[config.mk]
export PLATFORM = sky130hd
export DESIGN_NAME = guard_cmd_host
export DESIGN_NICKNAME = d
export VERILOG_FILES = /design/src/verilog/guard_cmd_pkg.sv /design/src/verilog/guard_cmd_host.sv
export SDC_FILE = /design/constraint.sdc
export NUM_CORES = 1
export LEC_CHECK = 0
export ABC_AREA = 1
export BUFFER_PORTS_ARGS = -buffer_cell sky130_fd_sc_hd__buf_4
export CAP_MARGIN = 40
export CORE_MARGIN = 2
export CORE_UTILIZATION = 35
export DETAILED_ROUTE_END_ITERATION = 10
export MAX_ROUTING_LAYER = met4
export PLACE_DENSITY_LB_ADDON = 0.2
export SETUP_SLACK_MARGIN = 0.15
export SLEW_MARGIN = 10
export SYNTH_ARGS = -nofsm -noshare
export SYNTH_HDL_FRONTEND = slang
export SYNTH_SLANG_ARGS = --single-unit
[constraint.sdc]
create_clock -name CLK -period 2.7 [get_ports CLK]
set_input_delay 0.135 -clock CLK [delete_from_list [all_inputs] [get_ports CLK]]
set_output_delay 0.135 -clock CLK [all_outputs]
set_load 0.01 [all_outputs]
[src/verilog/guard_cmd_pkg.sv]
// Package: command codes, addresses, timing and carriers for the guard command host
package guard_cmd_pkg;
    localparam int          ADDR_W        = 27;
    localparam int          SECTOR_LSB    = 16;
    localparam int          CMD_ADDR_W    = 11;
    localparam logic [7:0]  UNLOCK1_DATA  = 8'haa;
    localparam logic [7:0]  UNLOCK2_DATA  = 8'h55;
    localparam logic [10:0] UNLOCK1_ADDR  = 11'haaa;
    localparam logic [10:0] UNLOCK2_ADDR  = 11'h555;
    localparam logic [7:0]  ENTER_PERSIST = 8'hc0;
    localparam logic [7:0]  ENTER_FREEZE  = 8'h50;
    localparam logic [7:0]  ENTER_VOLAT   = 8'he0;
    localparam logic [7:0]  ENTER_ECC     = 8'h75;
    localparam logic [7:0]  PROG_DATA     = 8'ha0;
    localparam logic [7:0]  ERASE_DATA    = 8'h80;
    localparam logic [7:0]  ERASE_CONFIRM = 8'h30;
    localparam logic [7:0]  EXIT1_DATA    = 8'h90;
    localparam logic [7:0]  EXIT2_DATA    = 8'h00;
    localparam logic [7:0]  RESET_DATA    = 8'hf0;
    localparam logic [7:0]  SET_DATA      = 8'h00;
    localparam logic [7:0]  CLEAR_DATA    = 8'h01;
    localparam logic [7:0]  PROTECTED_VAL = 8'h00;
    localparam int          GUARD_BIT     = 0;
    localparam int          TIMEOUT_BIT   = 5;
    // Bus cycle phase times in ns
    localparam int          T_SETUP_NS    = 30;
    localparam int          T_PULSE_NS    = 35;
    localparam int          T_READ_NS     = 100;
    localparam int          CLK_NS        = 5;
    localparam int          SETUP_CYC     = (T_SETUP_NS + CLK_NS - 1) / CLK_NS;
    localparam int          PULSE_CYC     = (T_PULSE_NS + CLK_NS - 1) / CLK_NS;
    localparam int          READ_CYC      = (T_READ_NS + CLK_NS - 1) / CLK_NS;
    localparam int          CNT_W         = 6;

    typedef enum logic [3:0] {
        OP_ENTER_PERSIST,
        OP_ENTER_FREEZE,
        OP_ENTER_VOLAT,
        OP_ENTER_ECC,
        OP_PERSIST_PROG,
        OP_PERSIST_ERASE,
        OP_VOLAT_SET,
        OP_VOLAT_CLEAR,
        OP_FREEZE_CLEAR,
        OP_READ,
        OP_EXIT,
        OP_RESET
    } op_t;

    typedef enum logic [2:0] {
        OV_ARRAY,
        OV_PERSIST,
        OV_FREEZE,
        OV_VOLAT,
        OV_ECC
    } overlay_space_t;

    typedef struct packed {
        op_t               op;
        logic [ADDR_W-1:0] addr;
    } cmd_t;

    typedef struct packed {
        logic              we;
        logic [ADDR_W-1:0] addr;
        logic [7:0]        data;
    } bus_cycle_t;
endpackage

[src/verilog/guard_cmd_host.sv]
// Host controller issuing sector guard and overlay command sequences to a parallel flash
`timescale 1ns/1ps
module guard_cmd_host
(
    // Clock and reset
    input  wire logic                        CLK,
    input  wire logic                        NRST,
    // User command port
    input  wire logic                        CMD_VALID,
    input  wire guard_cmd_pkg::cmd_t         CMD,
    output logic                             CMD_READY,
    output logic                             RSP_VALID,
    output logic [7:0]                       RSP_DATA,
    output logic                             RSP_GUARDED,
    output guard_cmd_pkg::overlay_space_t    OVERLAY,
    output logic                             TIMEOUT_SEEN,
    // Flash pins
    output logic [guard_cmd_pkg::ADDR_W-1:0] FL_ADDR,
    output logic                             FL_CE_N,
    output logic                             FL_WE_N,
    output logic                             FL_OE_N,
    input  wire logic [7:0]                  FL_DQ_IN,
    output logic [7:0]                       FL_DQ_OUT,
    output logic                             FL_DQ_OE
);
    import guard_cmd_pkg::*;

    ////////////////////////////////////////////////////////////////////////
    typedef enum logic [2:0] {ST_IDLE, ST_SETUP, ST_PULSE, ST_HOLD, ST_DONE} state_t;
    state_t                 state_r;
    bus_cycle_t [3:0]       seq_r;
    logic [2:0]             seq_len_r;
    logic [2:0]             seq_idx_r;
    logic [CNT_W-1:0]       cnt_r;
    overlay_space_t         overlay_r;
    overlay_space_t         target_r;
    logic                   is_read_r;
    logic [7:0]             dq_s1_r;
    logic [7:0]             dq_s2_r;
    logic [7:0]             dq_s3_r;
    logic [7:0]             dq_filt_r;
    logic [7:0]             rsp_data_r;
    logic                   rsp_valid_r;
    logic                   timeout_r;
    bus_cycle_t [3:0]       seq_nxt;
    logic [2:0]             len_nxt;
    overlay_space_t         target_nxt;
    logic                   rd_nxt;

    // Command cycle: address bits from 11 up are don't care, driven low
    function automatic bus_cycle_t wr(input logic [10:0] a, input logic [7:0] d);
        wr = '{we: 1'b1, addr: {{(ADDR_W-CMD_ADDR_W){1'b0}}, a}, data: d};
    endfunction

    // Sector address keeps only the bits from 16 up
    function automatic bus_cycle_t wr_sec(input logic [ADDR_W-1:0] a, input logic [7:0] d);
        wr_sec = '{we: 1'b1, addr: {a[ADDR_W-1:SECTOR_LSB], {SECTOR_LSB{1'b0}}},
                   data: d};
    endfunction

    ////////////////////////////////////////////////////////////////////////
    // Sequence builder
    always_comb begin
        seq_nxt    = '{default: '0};
        len_nxt    = 3'd1;
        target_nxt = overlay_r;
        rd_nxt     = 1'b0;
        seq_nxt[0] = wr(UNLOCK1_ADDR, UNLOCK1_DATA);
        seq_nxt[1] = wr(UNLOCK2_ADDR, UNLOCK2_DATA);
        case (CMD.op)
            OP_ENTER_PERSIST: begin
                seq_nxt[2] = wr(UNLOCK1_ADDR, ENTER_PERSIST);
                len_nxt    = 3'd3;
                target_nxt = OV_PERSIST;
            end
            OP_ENTER_FREEZE: begin
                seq_nxt[2] = wr(UNLOCK1_ADDR, ENTER_FREEZE);
                len_nxt    = 3'd3;
                target_nxt = OV_FREEZE;
            end
            OP_ENTER_VOLAT: begin
                seq_nxt[2] = wr(UNLOCK1_ADDR, ENTER_VOLAT);
                len_nxt    = 3'd3;
                target_nxt = OV_VOLAT;
            end
            OP_ENTER_ECC: begin
                seq_nxt[2] = wr(UNLOCK1_ADDR, ENTER_ECC);
                len_nxt    = 3'd3;
                target_nxt = OV_ECC;
            end
            OP_PERSIST_PROG: begin
                seq_nxt[0] = wr('0, PROG_DATA);
                seq_nxt[1] = wr_sec(CMD.addr, SET_DATA);
                len_nxt    = 3'd2;
            end
            OP_PERSIST_ERASE: begin
                seq_nxt[0] = wr('0, ERASE_DATA);
                seq_nxt[1] = wr('0, ERASE_CONFIRM);
                len_nxt    = 3'd2;
            end
            OP_VOLAT_SET: begin
                seq_nxt[0] = wr('0, PROG_DATA);
                seq_nxt[1] = wr_sec(CMD.addr, SET_DATA);
                len_nxt    = 3'd2;
            end
            OP_VOLAT_CLEAR: begin
                seq_nxt[0] = wr('0, PROG_DATA);
                seq_nxt[1] = wr_sec(CMD.addr, CLEAR_DATA);
                len_nxt    = 3'd2;
            end
            OP_FREEZE_CLEAR: begin
                seq_nxt[0] = wr('0, PROG_DATA);
                seq_nxt[1] = wr('0, EXIT2_DATA);
                len_nxt    = 3'd2;
            end
            OP_READ: begin
                // Single read: array, guard status or ECC status by overlay
                seq_nxt[0] = '{we: 1'b0, addr: CMD.addr, data: 8'h00};
                rd_nxt     = 1'b1;
            end
            OP_EXIT: begin
                seq_nxt[0] = wr('0, EXIT1_DATA);
                seq_nxt[1] = wr('0, EXIT2_DATA);
                len_nxt    = 3'd2;
                target_nxt = OV_ARRAY;
                if (overlay_r == OV_ECC) begin
                    seq_nxt[0] = wr('0, RESET_DATA);
                    len_nxt    = 3'd1;
                end
            end
            default: begin // Never sends password, buffer or abort sequences
                seq_nxt[0] = wr('0, RESET_DATA);
                target_nxt = OV_ARRAY;
            end
        endcase
    end

    ////////////////////////////////////////////////////////////////////////
    // Bus cycle sequencer
    always_ff @(posedge CLK or negedge NRST) begin
        if (!NRST) begin
            state_r   <= ST_IDLE;
            seq_r     <= '{default: '0};
            seq_len_r <= 3'd0;
            seq_idx_r <= 3'd0;
            cnt_r     <= '0;
            target_r  <= OV_ARRAY;
            is_read_r <= 1'b0;
        end else begin
            case (state_r)
                ST_IDLE: begin
                    if (CMD_VALID) begin
                        seq_r     <= seq_nxt;
                        seq_len_r <= len_nxt;
                        target_r  <= target_nxt;
                        is_read_r <= rd_nxt;
                        seq_idx_r <= 3'd0;
                        cnt_r     <= CNT_W'(SETUP_CYC);
                        state_r   <= ST_SETUP;
                    end
                end
                ST_SETUP: begin
                    cnt_r <= cnt_r - 1'b1;
                    if (cnt_r == 1) begin
                        cnt_r   <= seq_r[seq_idx_r].we ? CNT_W'(PULSE_CYC) : CNT_W'(READ_CYC);
                        state_r <= ST_PULSE;
                    end
                end
                ST_PULSE: begin
                    cnt_r <= cnt_r - 1'b1;
                    if (cnt_r == 1) begin
                        cnt_r   <= CNT_W'(SETUP_CYC);
                        state_r <= ST_HOLD;
                    end
                end
                ST_HOLD: begin
                    cnt_r <= cnt_r - 1'b1;
                    if (cnt_r == 1) begin
                        if (seq_idx_r + 3'd1 == seq_len_r) begin
                            state_r <= ST_DONE;
                        end else begin
                            seq_idx_r <= seq_idx_r + 3'd1;
                            cnt_r     <= CNT_W'(SETUP_CYC);
                            state_r   <= ST_SETUP;
                        end
                    end
                end
                ST_DONE: state_r <= ST_IDLE;
                default: state_r <= ST_IDLE;
            endcase
        end
    end

    ////////////////////////////////////////////////////////////////////////
    // Overlay tracking, held until an enter, exit or reset sequence ends
    always_ff @(posedge CLK or negedge NRST) begin
        if (!NRST) begin
            overlay_r <= OV_ARRAY;
        end else if (state_r == ST_DONE) begin
            overlay_r <= target_r;
        end
    end

    // Read data synchroniser and capture
    always_ff @(posedge CLK or negedge NRST) begin
        if (!NRST) begin
            dq_s1_r     <= 8'h00;
            dq_s2_r     <= 8'h00;
            dq_s3_r     <= 8'h00;
            dq_filt_r   <= 8'h00;
            rsp_data_r  <= 8'h00;
            rsp_valid_r <= 1'b0;
            timeout_r   <= 1'b0;
        end else begin
            dq_s1_r     <= FL_DQ_IN;
            dq_s2_r     <= dq_s1_r;
            dq_s3_r     <= dq_s2_r;
            if (dq_s2_r == dq_s3_r) dq_filt_r <= dq_s3_r;
            rsp_valid_r <= (state_r == ST_DONE) && is_read_r;
            if (state_r == ST_PULSE && cnt_r == 1 && !seq_r[seq_idx_r].we) begin
                rsp_data_r <= dq_filt_r;
                // Timeout flag only meaningful outside array reads
                timeout_r  <= (overlay_r != OV_ARRAY) && dq_filt_r[TIMEOUT_BIT];
            end
        end
    end

    ////////////////////////////////////////////////////////////////////////
    assign CMD_READY    = (state_r == ST_IDLE);
    assign RSP_VALID    = rsp_valid_r;
    assign RSP_DATA     = rsp_data_r;
    // Bit 0 low means the sector or freeze bit is protected
    assign RSP_GUARDED  = (rsp_data_r[GUARD_BIT] == PROTECTED_VAL[GUARD_BIT]);
    assign OVERLAY      = overlay_r;
    assign TIMEOUT_SEEN = timeout_r;
    assign FL_ADDR      = (state_r == ST_IDLE) ? '0 : seq_r[seq_idx_r].addr;
    assign FL_CE_N      = !(state_r inside {ST_SETUP, ST_PULSE, ST_HOLD});
    assign FL_WE_N      = !(state_r == ST_PULSE && seq_r[seq_idx_r].we);
    assign FL_OE_N      = !(state_r == ST_PULSE && !seq_r[seq_idx_r].we);
    assign FL_DQ_OUT    = seq_r[seq_idx_r].data;
    assign FL_DQ_OE     = (state_r != ST_IDLE) && (state_r != ST_DONE) && seq_r[seq_idx_r].we;

    ////////////////////////////////////////////////////////////////////////
    a_exit_to_array: assert property (@(posedge CLK) disable iff (!NRST)
        state_r == ST_DONE && target_r == OV_ARRAY |=> overlay_r == OV_ARRAY)
        else $error("overlay not left after exit");
    a_overlay_holds: assert property (@(posedge CLK) disable iff (!NRST)
        state_r != ST_DONE |=> $stable(overlay_r))
        else $error("overlay changed without sequence end");
    a_sector_bits: assert property (@(posedge CLK) disable iff (!NRST)
        !FL_WE_N && FL_DQ_OUT[7:1] == '0 |-> FL_ADDR[SECTOR_LSB-1:0] == '0)
        else $error("low address bits driven on write");
    a_cmd_high_bits: assert property (@(posedge CLK) disable iff (!NRST)
        !FL_WE_N && FL_DQ_OUT != SET_DATA && FL_DQ_OUT != CLEAR_DATA
        |-> FL_ADDR[ADDR_W-1:CMD_ADDR_W] == '0)
        else $error("high address bits driven on command cycle");
    a_no_fight: assert property (@(posedge CLK) disable iff (!NRST)
        !FL_OE_N |-> !FL_DQ_OE && FL_WE_N)
        else $error("read while data driven");
    a_read_answer: assert property (@(posedge CLK) disable iff (!NRST)
        state_r == ST_DONE && is_read_r |=> RSP_VALID)
        else $error("read answer missing");
    a_guard_map: assert property (@(posedge CLK) disable iff (!NRST)
        RSP_VALID |-> RSP_GUARDED == !RSP_DATA[GUARD_BIT])
        else $error("guard status mapping wrong");
    a_ready_idle: assert property (@(posedge CLK) disable iff (!NRST)
        CMD_READY && CMD_VALID |=> !CMD_READY && !FL_CE_N)
        else $error("command not taken");
    c_enter_volat: cover property (@(posedge CLK) disable iff (!NRST)
        overlay_r == OV_VOLAT);
    c_enter_ecc: cover property (@(posedge CLK) disable iff (!NRST)
        overlay_r == OV_ECC);
    c_read_rsp: cover property (@(posedge CLK) disable iff (!NRST)
        RSP_VALID && overlay_r == OV_FREEZE);
endmodule

==> flow_summary.yaml, run 1 <==
outcome:
  status: "finished, final reports clean"
floorplan:
  core_region_area_um2: 14530
  die_y_um: 126.2
  initial_core_util_pct: 35.95
  io_pins: 96
  die-area_um2: 15920
  rows: 44
  die_w_um: 126.2
drt:
  drtIter0Drc: 321
  detail-route-antenna-nets: 0
  vias_per_cell: 4.640
  finalWirelength_um: 12500
  vias: 4320
  drcViolationCount: 0
  first_pass_iters: 6
  post_drt_wl_per_cell_um: 13.42
pwr:
  report.power.total_mw: 7.413
  swShare_pct: 35.79
  p_leak_nw: 3.616
  p_sw_mw: 2.653
  clkPwrFrac_pct: 30.9
  ir_drop_uv: 567.8
  p_int_mw: 4.760
  seq_power_share_pct: 33.3
  powerDensity_nw_per_um2: 1044
  pwr-share-comb_pct: 35.8
yosys:
  yosys-top-cells-area: "dfrtp_1 56%, nand2_1 12%, inv_1 5.1%, o21ai_0 3.5%, nor2_1 3.5%"
  synth_edf_count: 0
  synth_common_cells: "163 x nand2_1, 116 x dfrtp_1, 71 x inv_1"
  syn_nets: 640
  ys_ff_latch: 116
  seq_area_frac_synth_pct: 55.56
  synth_top_cell_by_area: "dfrtp_1"
  synth_fa_ha_area_share_pct: 0.7184
  yosys.area_share.simple_pct: 23.08
  synth_top_area_share_pct: 55.56
  ys_warn_count: 0
  avgSynthCellArea_um2: 8.782
  netlist_instances: 595
  synth.most_common_cell: "nand2_1"
  async_flop_share_pct: 100.0
  synth_compound_area_share_pct: 11.88
  synth_area_um2: 5225
  synth_top_flop_cell: "dfrtp_1"
  synth_top_family_by_area: "simple AND/OR/NAND/NOR gates"
  muxShareOfSynthArea_pct: 0
  ys_types: 35
  synthXorXnorAreaFrac_pct: 1.341
worst_setup_path:
  worstPathMaxFanout: 8
  required_ns: 2.57
  reg2reg_slack_ns: 0.73
  r2r-start: "state_r[1]"
  critical_path_buf_inv_count: 2
  crit_path_end_kind: "output pin"
  critPathKind: "flip-flop to output pin"
  worstPathArrival_ns: 1.96
  crit_path_cell_trace: "nor2_2, inv_1, o221ai_1, buf_4"
  timing.rr.end: "seq_r[6]"
  cp_top_family: "flip-flops"
  cpPeakStageDelay_ns: 0.47
  ff2ff_path_depth: 7
  cpMaxStageDelayCell: "dfrtp_1"
  cp-start-kind: "flip-flop"
clocking:
  cts.repair.resized: 0
  insertion_delay_ns: 0.41
  cts_sinks: 116
  cts_buffers: 17
  clock_path_buffers: 2
  cts_htree_levels: 4
  cts_root_buf: "clkbuf_16"
  cts_tree: "yes"
  cts_setup_buffers: 0
  ctsHoldBuffers: 35
  cts.clk_slew.worst_paths_ns: 0.05
layout:
  num-nets-final: 779
  fin_util_pct: 48.86
  multi_input_area_um2: 1934
  drive_gt1_share_pct: 22.22
  areaGrowthSynthToFinish_pct: 35.92
  antennaDiodeCount: 0
  fin_area_um2: 7102
  fillers: 1385
  seq_area_um2: 2903
grt:
  grt_use_total_pct: 17.10
  grt_pass1_vias: 4372
  antenna_found_initial: 0
  grt_overflow: 0
  grt_pass1_wl_um: 20890
  grt_max_degree: 54
sta:
  finalSetupViolations: 0
  fin_crit_ns: 2.095
  worst_slew_pin_slew_ns: 0.6389
  setup_tns_ns: 0
  layout_setup_ws_ns: 0.6052
  fmax_mhz: 477.4
  finalCritPeriodShare_pct: 77.59
  hold_viol_final: 0
  rsz0062_at_grt: "false"
  slew_headroom_pct: 57.34
  clock_skew_ns: 0.007470
  drv_slew: 0
worst_hold_path:
  hold_path.class: "input pin to flip-flop"
  hold_start: "CMD[17]"
  worstHoldEndpoint: "seq_r[25]"
  whs_path_depth: 3
placed_design:
  place_congestion: 0.8302
  hpwl_um: 9000
  port_buffers: 95
  dpl_cell_area_um2: 6133
  dp_worst_setup_slack_ns: 0.7702
flow_run:
  drv_cap: 0
area by class of cell:
cell class | instances | area share, %
inverters | 76 | 4.052
flip-flops and latches | 116 | 40.87
multi-input cells | 387 | 27.24
repair buffers | 136 | 15.89
clock buffers | 18 | 6.184
well taps | 184 | 3.242
clock inverters | 14 | 2.519
cells by family after synthesis:
| logic type | count (synthesis) |
|---|---|
| buffers and inverters | 92 |
| adder cells (fa/ha/maj) | 3 |
| AO/OA/AOI/OAI | 104 |
| XOR/XNOR | 8 |
| flip-flops | 116 |
| AND/OR/NAND/NOR | 272 |
worst max path at each step:
| stage | start | endpoint | cells past startpoint |
|---|---|---|---|
| after global placement | state_r[1] | seq_r[5] | 8 |
| after global routing | seq_idx_r[0] | FL_DQ_OUT[5] | 4 |
| after CTS | seq_idx_r[0] | FL_DQ_OUT[5] | 4 |
| final | seq_idx_r[0] | FL_DQ_OUT[5] | 4 |
| after floorplan | seq_idx_r[0] | FL_DQ_OUT[3] | 5 |
| after detailed placement | state_r[1] | seq_r[6] | 7 |
flip-flops by register name, summed over array words and instances, names as in the netlist, 2 cells and up:
| name | flops |
|---|---|
| target_r | 3 |
| cnt_r | 6 |
| seq_len_r | 2 |
| RSP_DATA | 8 |
| state_r | 3 |
| seq_idx_r | 3 |
| dq_s1_r | 8 |
| OVERLAY | 3 |
| dq_s2_r | 8 |
| dq_s3_r | 8 |
| dq_filt_r | 8 |
| seq_r | 53 |
cells in the final DEF, fill, tap and decap left out, types with 2 or more instances in the layout:
| cell | n |
|---|---|
| a21oi_1 | 27 |
| a22o_1 | 6 |
| buf_4 | 100 |
| bufinv_16 | 3 |
| clkbuf_16 | 17 |
| clkinv_4 | 5 |
| clkinvlp_4 | 3 |
| dfrtp_1 | 116 |
| dlygate4sd3_1 | 35 |
| ha_1 | 3 |
| inv_1 | 71 |
| inv_2 | 4 |
| inv_6 | 2 |
| nand2_1 | 163 |
| nand2_2 | 2 |
| nand3_1 | 30 |
| nand3_4 | 2 |
| nand4_1 | 4 |
| nor2_1 | 49 |
| nor2_2 | 4 |
| nor2_4 | 2 |
| nor2_8 | 2 |
| nor3_1 | 7 |
| nor3_2 | 3 |
| o211ai_1 | 6 |
| o21a_1 | 2 |
| o21ai_0 | 37 |
| o21ai_1 | 2 |
| o21ai_2 | 10 |
| o22ai_1 | 13 |
| xnor2_1 | 4 |
| xor2_1 | 4 |
stage by stage:
| stage | std cells | hold WS [ns] |
|---|---|---|
| 3_3_place_gp | 863 | 0.2447 |
| 2_1_floorplan | 595 | -0.1606 |
| 3_5_place_dp | 864 | 0.04895 |
| 6_report | 931 | 0.02658 |
| 5_1_grt | 931 | 0.02168 |
| 4_1_cts | 931 | 0.001442 |
metal layers:
layer	wire [µm]	vias to the layer above	track usage (%)
li1	-	2192	-
met1	6022	2006	22.30
met2	5620	115	24.70
met3	753	7	5.990
met4	100	0	6.270
met5	0	-	-
power by group through the flow:
| stage | combinational, mW | sequential, mW | clock [mW] |
|---|---|---|---|
| after global routing | 3.00 | 2.53 | 2.43 |
| after detailed placement | 2.62 | 2.49 | 0 |
| after global placement | 2.58 | 2.48 | 0 |
| final | 2.66 | 2.46 | 2.29 |
| after floorplan | 1.70 | 2.43 | 0 |
| after CTS | 2.68 | 2.47 | 2.34 |
worst min-delay path, delay by kind of cell:
kind	cells	cell delay, ns
AO/OA/AOI/OAI	1	0.12
buffers and inverters	2	0.12
(Power assumes the default switching activity.)
==> run 2: changes to the inputs <==
- clock period: 2.7 -> 1.95 ns (I/O delays scaled with it)
==> flow_summary.yaml, run 2 (synthesized netlist as in run 1, its figures left out) <==
outcome:
  status: "finished, final reports clean"
grt:
  grtUsageMet3_pct: 4.630
  grt_overflow: 0
  busiest_layer: "met2"
  antenna_found_initial: 0
  grt_use_total_pct: 17.16
  grt_max_degree: 54
  met1_usage_pct: 22.66
  grt_pass1_vias: 4406
  use_met2_pct: 25.43
  grt_pass1_wl_um: 21210
layout:
  seq_area_um2: 2908
  largest_reg_flops: 53
  top_register: "seq_r"
  fillers: 1347
  fin_area_um2: 7318
  areaGrowthSynthToFinish_pct: 40.06
  num-nets-final: 798
  mostFrequentLayoutCell: "nand2_1"
  drive_gt1_share_pct: 25.46
  multi_input_area_um2: 1968
  antennaDiodeCount: 0
  final_cell_mix: "162 x nand2_1, 115 x buf_4, 112 x dfrtp_1"
clocking:
  cts_tree: "yes"
  cts_htree_levels: 4
  insertion_delay_ns: 0.41
  cts_sinks: 116
  cts_root_buf: "clkbuf_16"
  cts.clk_slew.worst_paths_ns: 0.05
  cts_buffers: 17
  clock_path_buffers: 2
placed_design:
  place_congestion: 0.8496
  hpwl_um: 9183
  dpl_cell_area_um2: 6178
  port_buffers: 95
worst_setup_path:
  worstPathMaxFanout: 8
  crit_path_cell_trace: "nor2_2, inv_1, o211ai_1, buf_4"
  worstPathArrival_ns: 1.71
  crit_path_end_kind: "output pin"
  cp_top_family: "flip-flops"
  cp-start-kind: "flip-flop"
  critPathKind: "flip-flop to output pin"
  critical_path_buf_inv_count: 2
  required_ns: 1.85
  cpMaxStageDelayCell: "dfrtp_2"
  cpPeakStageDelay_ns: 0.48
drt:
  first_pass_iters: 5
  post_drt_wl_per_cell_um: 13.65
  vias_per_cell: 4.782
  finalWirelength_um: 12970
  drcViolationCount: 0
  vias: 4543
  drtIter0Drc: 371
  detail-route-antenna-nets: 0
pwr:
  powerDensity_nw_per_um2: 1452
  p_leak_nw: 3.727
  ir_drop_uv: 685.4
sta:
  rsz0062_at_grt: "true"
  fmax_mhz: 554.6
  setup_tns_ns: 0
  fin_crit_ns: 1.803
  slew_headroom_pct: 71.45
  hold_viol_final: 0
  finalSetupViolations: 0
  timing.hold.ws_ns: 0.04166
  worst_slew_pin_slew_ns: 0.4237
  drv_slew: 0
  clock_skew_ns: 0.005330
  finalCritPeriodShare_pct: 92.47
floorplan:
  rows: 44
  die_w_um: 126.2
  io_pins: 96
  die_y_um: 126.2
  initial_core_util_pct: 35.95
  core_region_area_um2: 14530
  die-area_um2: 15920
flow_run:
  drv_cap: 0
worst_hold_path:
  hold_path.class: "input pin to flip-flop"
run 2: metrics by stage:
stage | setup WS [ns] | instances | power [mW] | util [%]
after floorplan | 0.5377 | 595 | 5.713 | -
after global placement | 0.2970 | 871 | 7.086 | 42.51
after detailed placement | 0.2317 | 871 | 7.168 | 42.51
after CTS | 0.09694 | 940 | 10.51 | 49.50
after global routing | 0.06336 | 950 | 11.34 | 50.35
final | 0.1469 | 950 | 10.63 | 50.35
run 2: area by class of cell:
| class | count | share of cell area [%] |
|---|---|---|
| clock buffers | 25 | 7.317 |
| well taps | 184 | 3.146 |
| multi-input cells | 387 | 26.89 |
| clock inverters | 7 | 1.248 |
| flip-flops and latches | 116 | 39.73 |
| repair inverters | 1 | 0.1026 |
| inverters | 76 | 4.018 |
| repair buffers | 154 | 17.54 |
run 2: timing repair:
item	in CTS	in global routing
buffers inserted	1	9
endpoints found under the hold margin	162	0
pin swaps	0	2
hold buffers	36	0
setup endpoints to repair	22	36
gates resized for setup	7	13
gates cloned	0	1
run 2: metal layers:
layer | up-vias | wire length (µm)
li1 | 2226 | -
met1 | 2159 | 6053
met2 | 149 | 5972
met3 | 9 | 829
met4 | 0 | 112
met5 | - | 0
run 2: path summary, 6_finish.rpt:
kind | end | start | slack [ns] | cells after the start
min in group asynchronous | RSP_DATA[7] | NRST | 0.08 | 2
max | FL_DQ_OUT[4] | seq_idx_r[0] | 0.15 | 4
min | seq_r[76] | CMD[27] | 0.04 | 3
max reg2reg | cnt_r[1] | seq_idx_r[0] | 0.26 | 9
min reg2reg | dq_s2_r[1] | dq_s1_r[1] | 0.35 | 0
max in group asynchronous | seq_r[34] | NRST | 1.22 | 3
run 2: worst min-delay path, delay by kind of cell:
family	cells	cell delay [ns]
buffers and inverters	2	0.18
AOI/OAI and AO/OA	1	0.12
run 2: power by group:
part / internal (mW) / leakage [nW] / switching, mW
logic: 1.69 / 1.92 / 2.33
clock network: 2.15 / 0.311 / 1.04
registers: 3.06 / 1.49 / 0.369
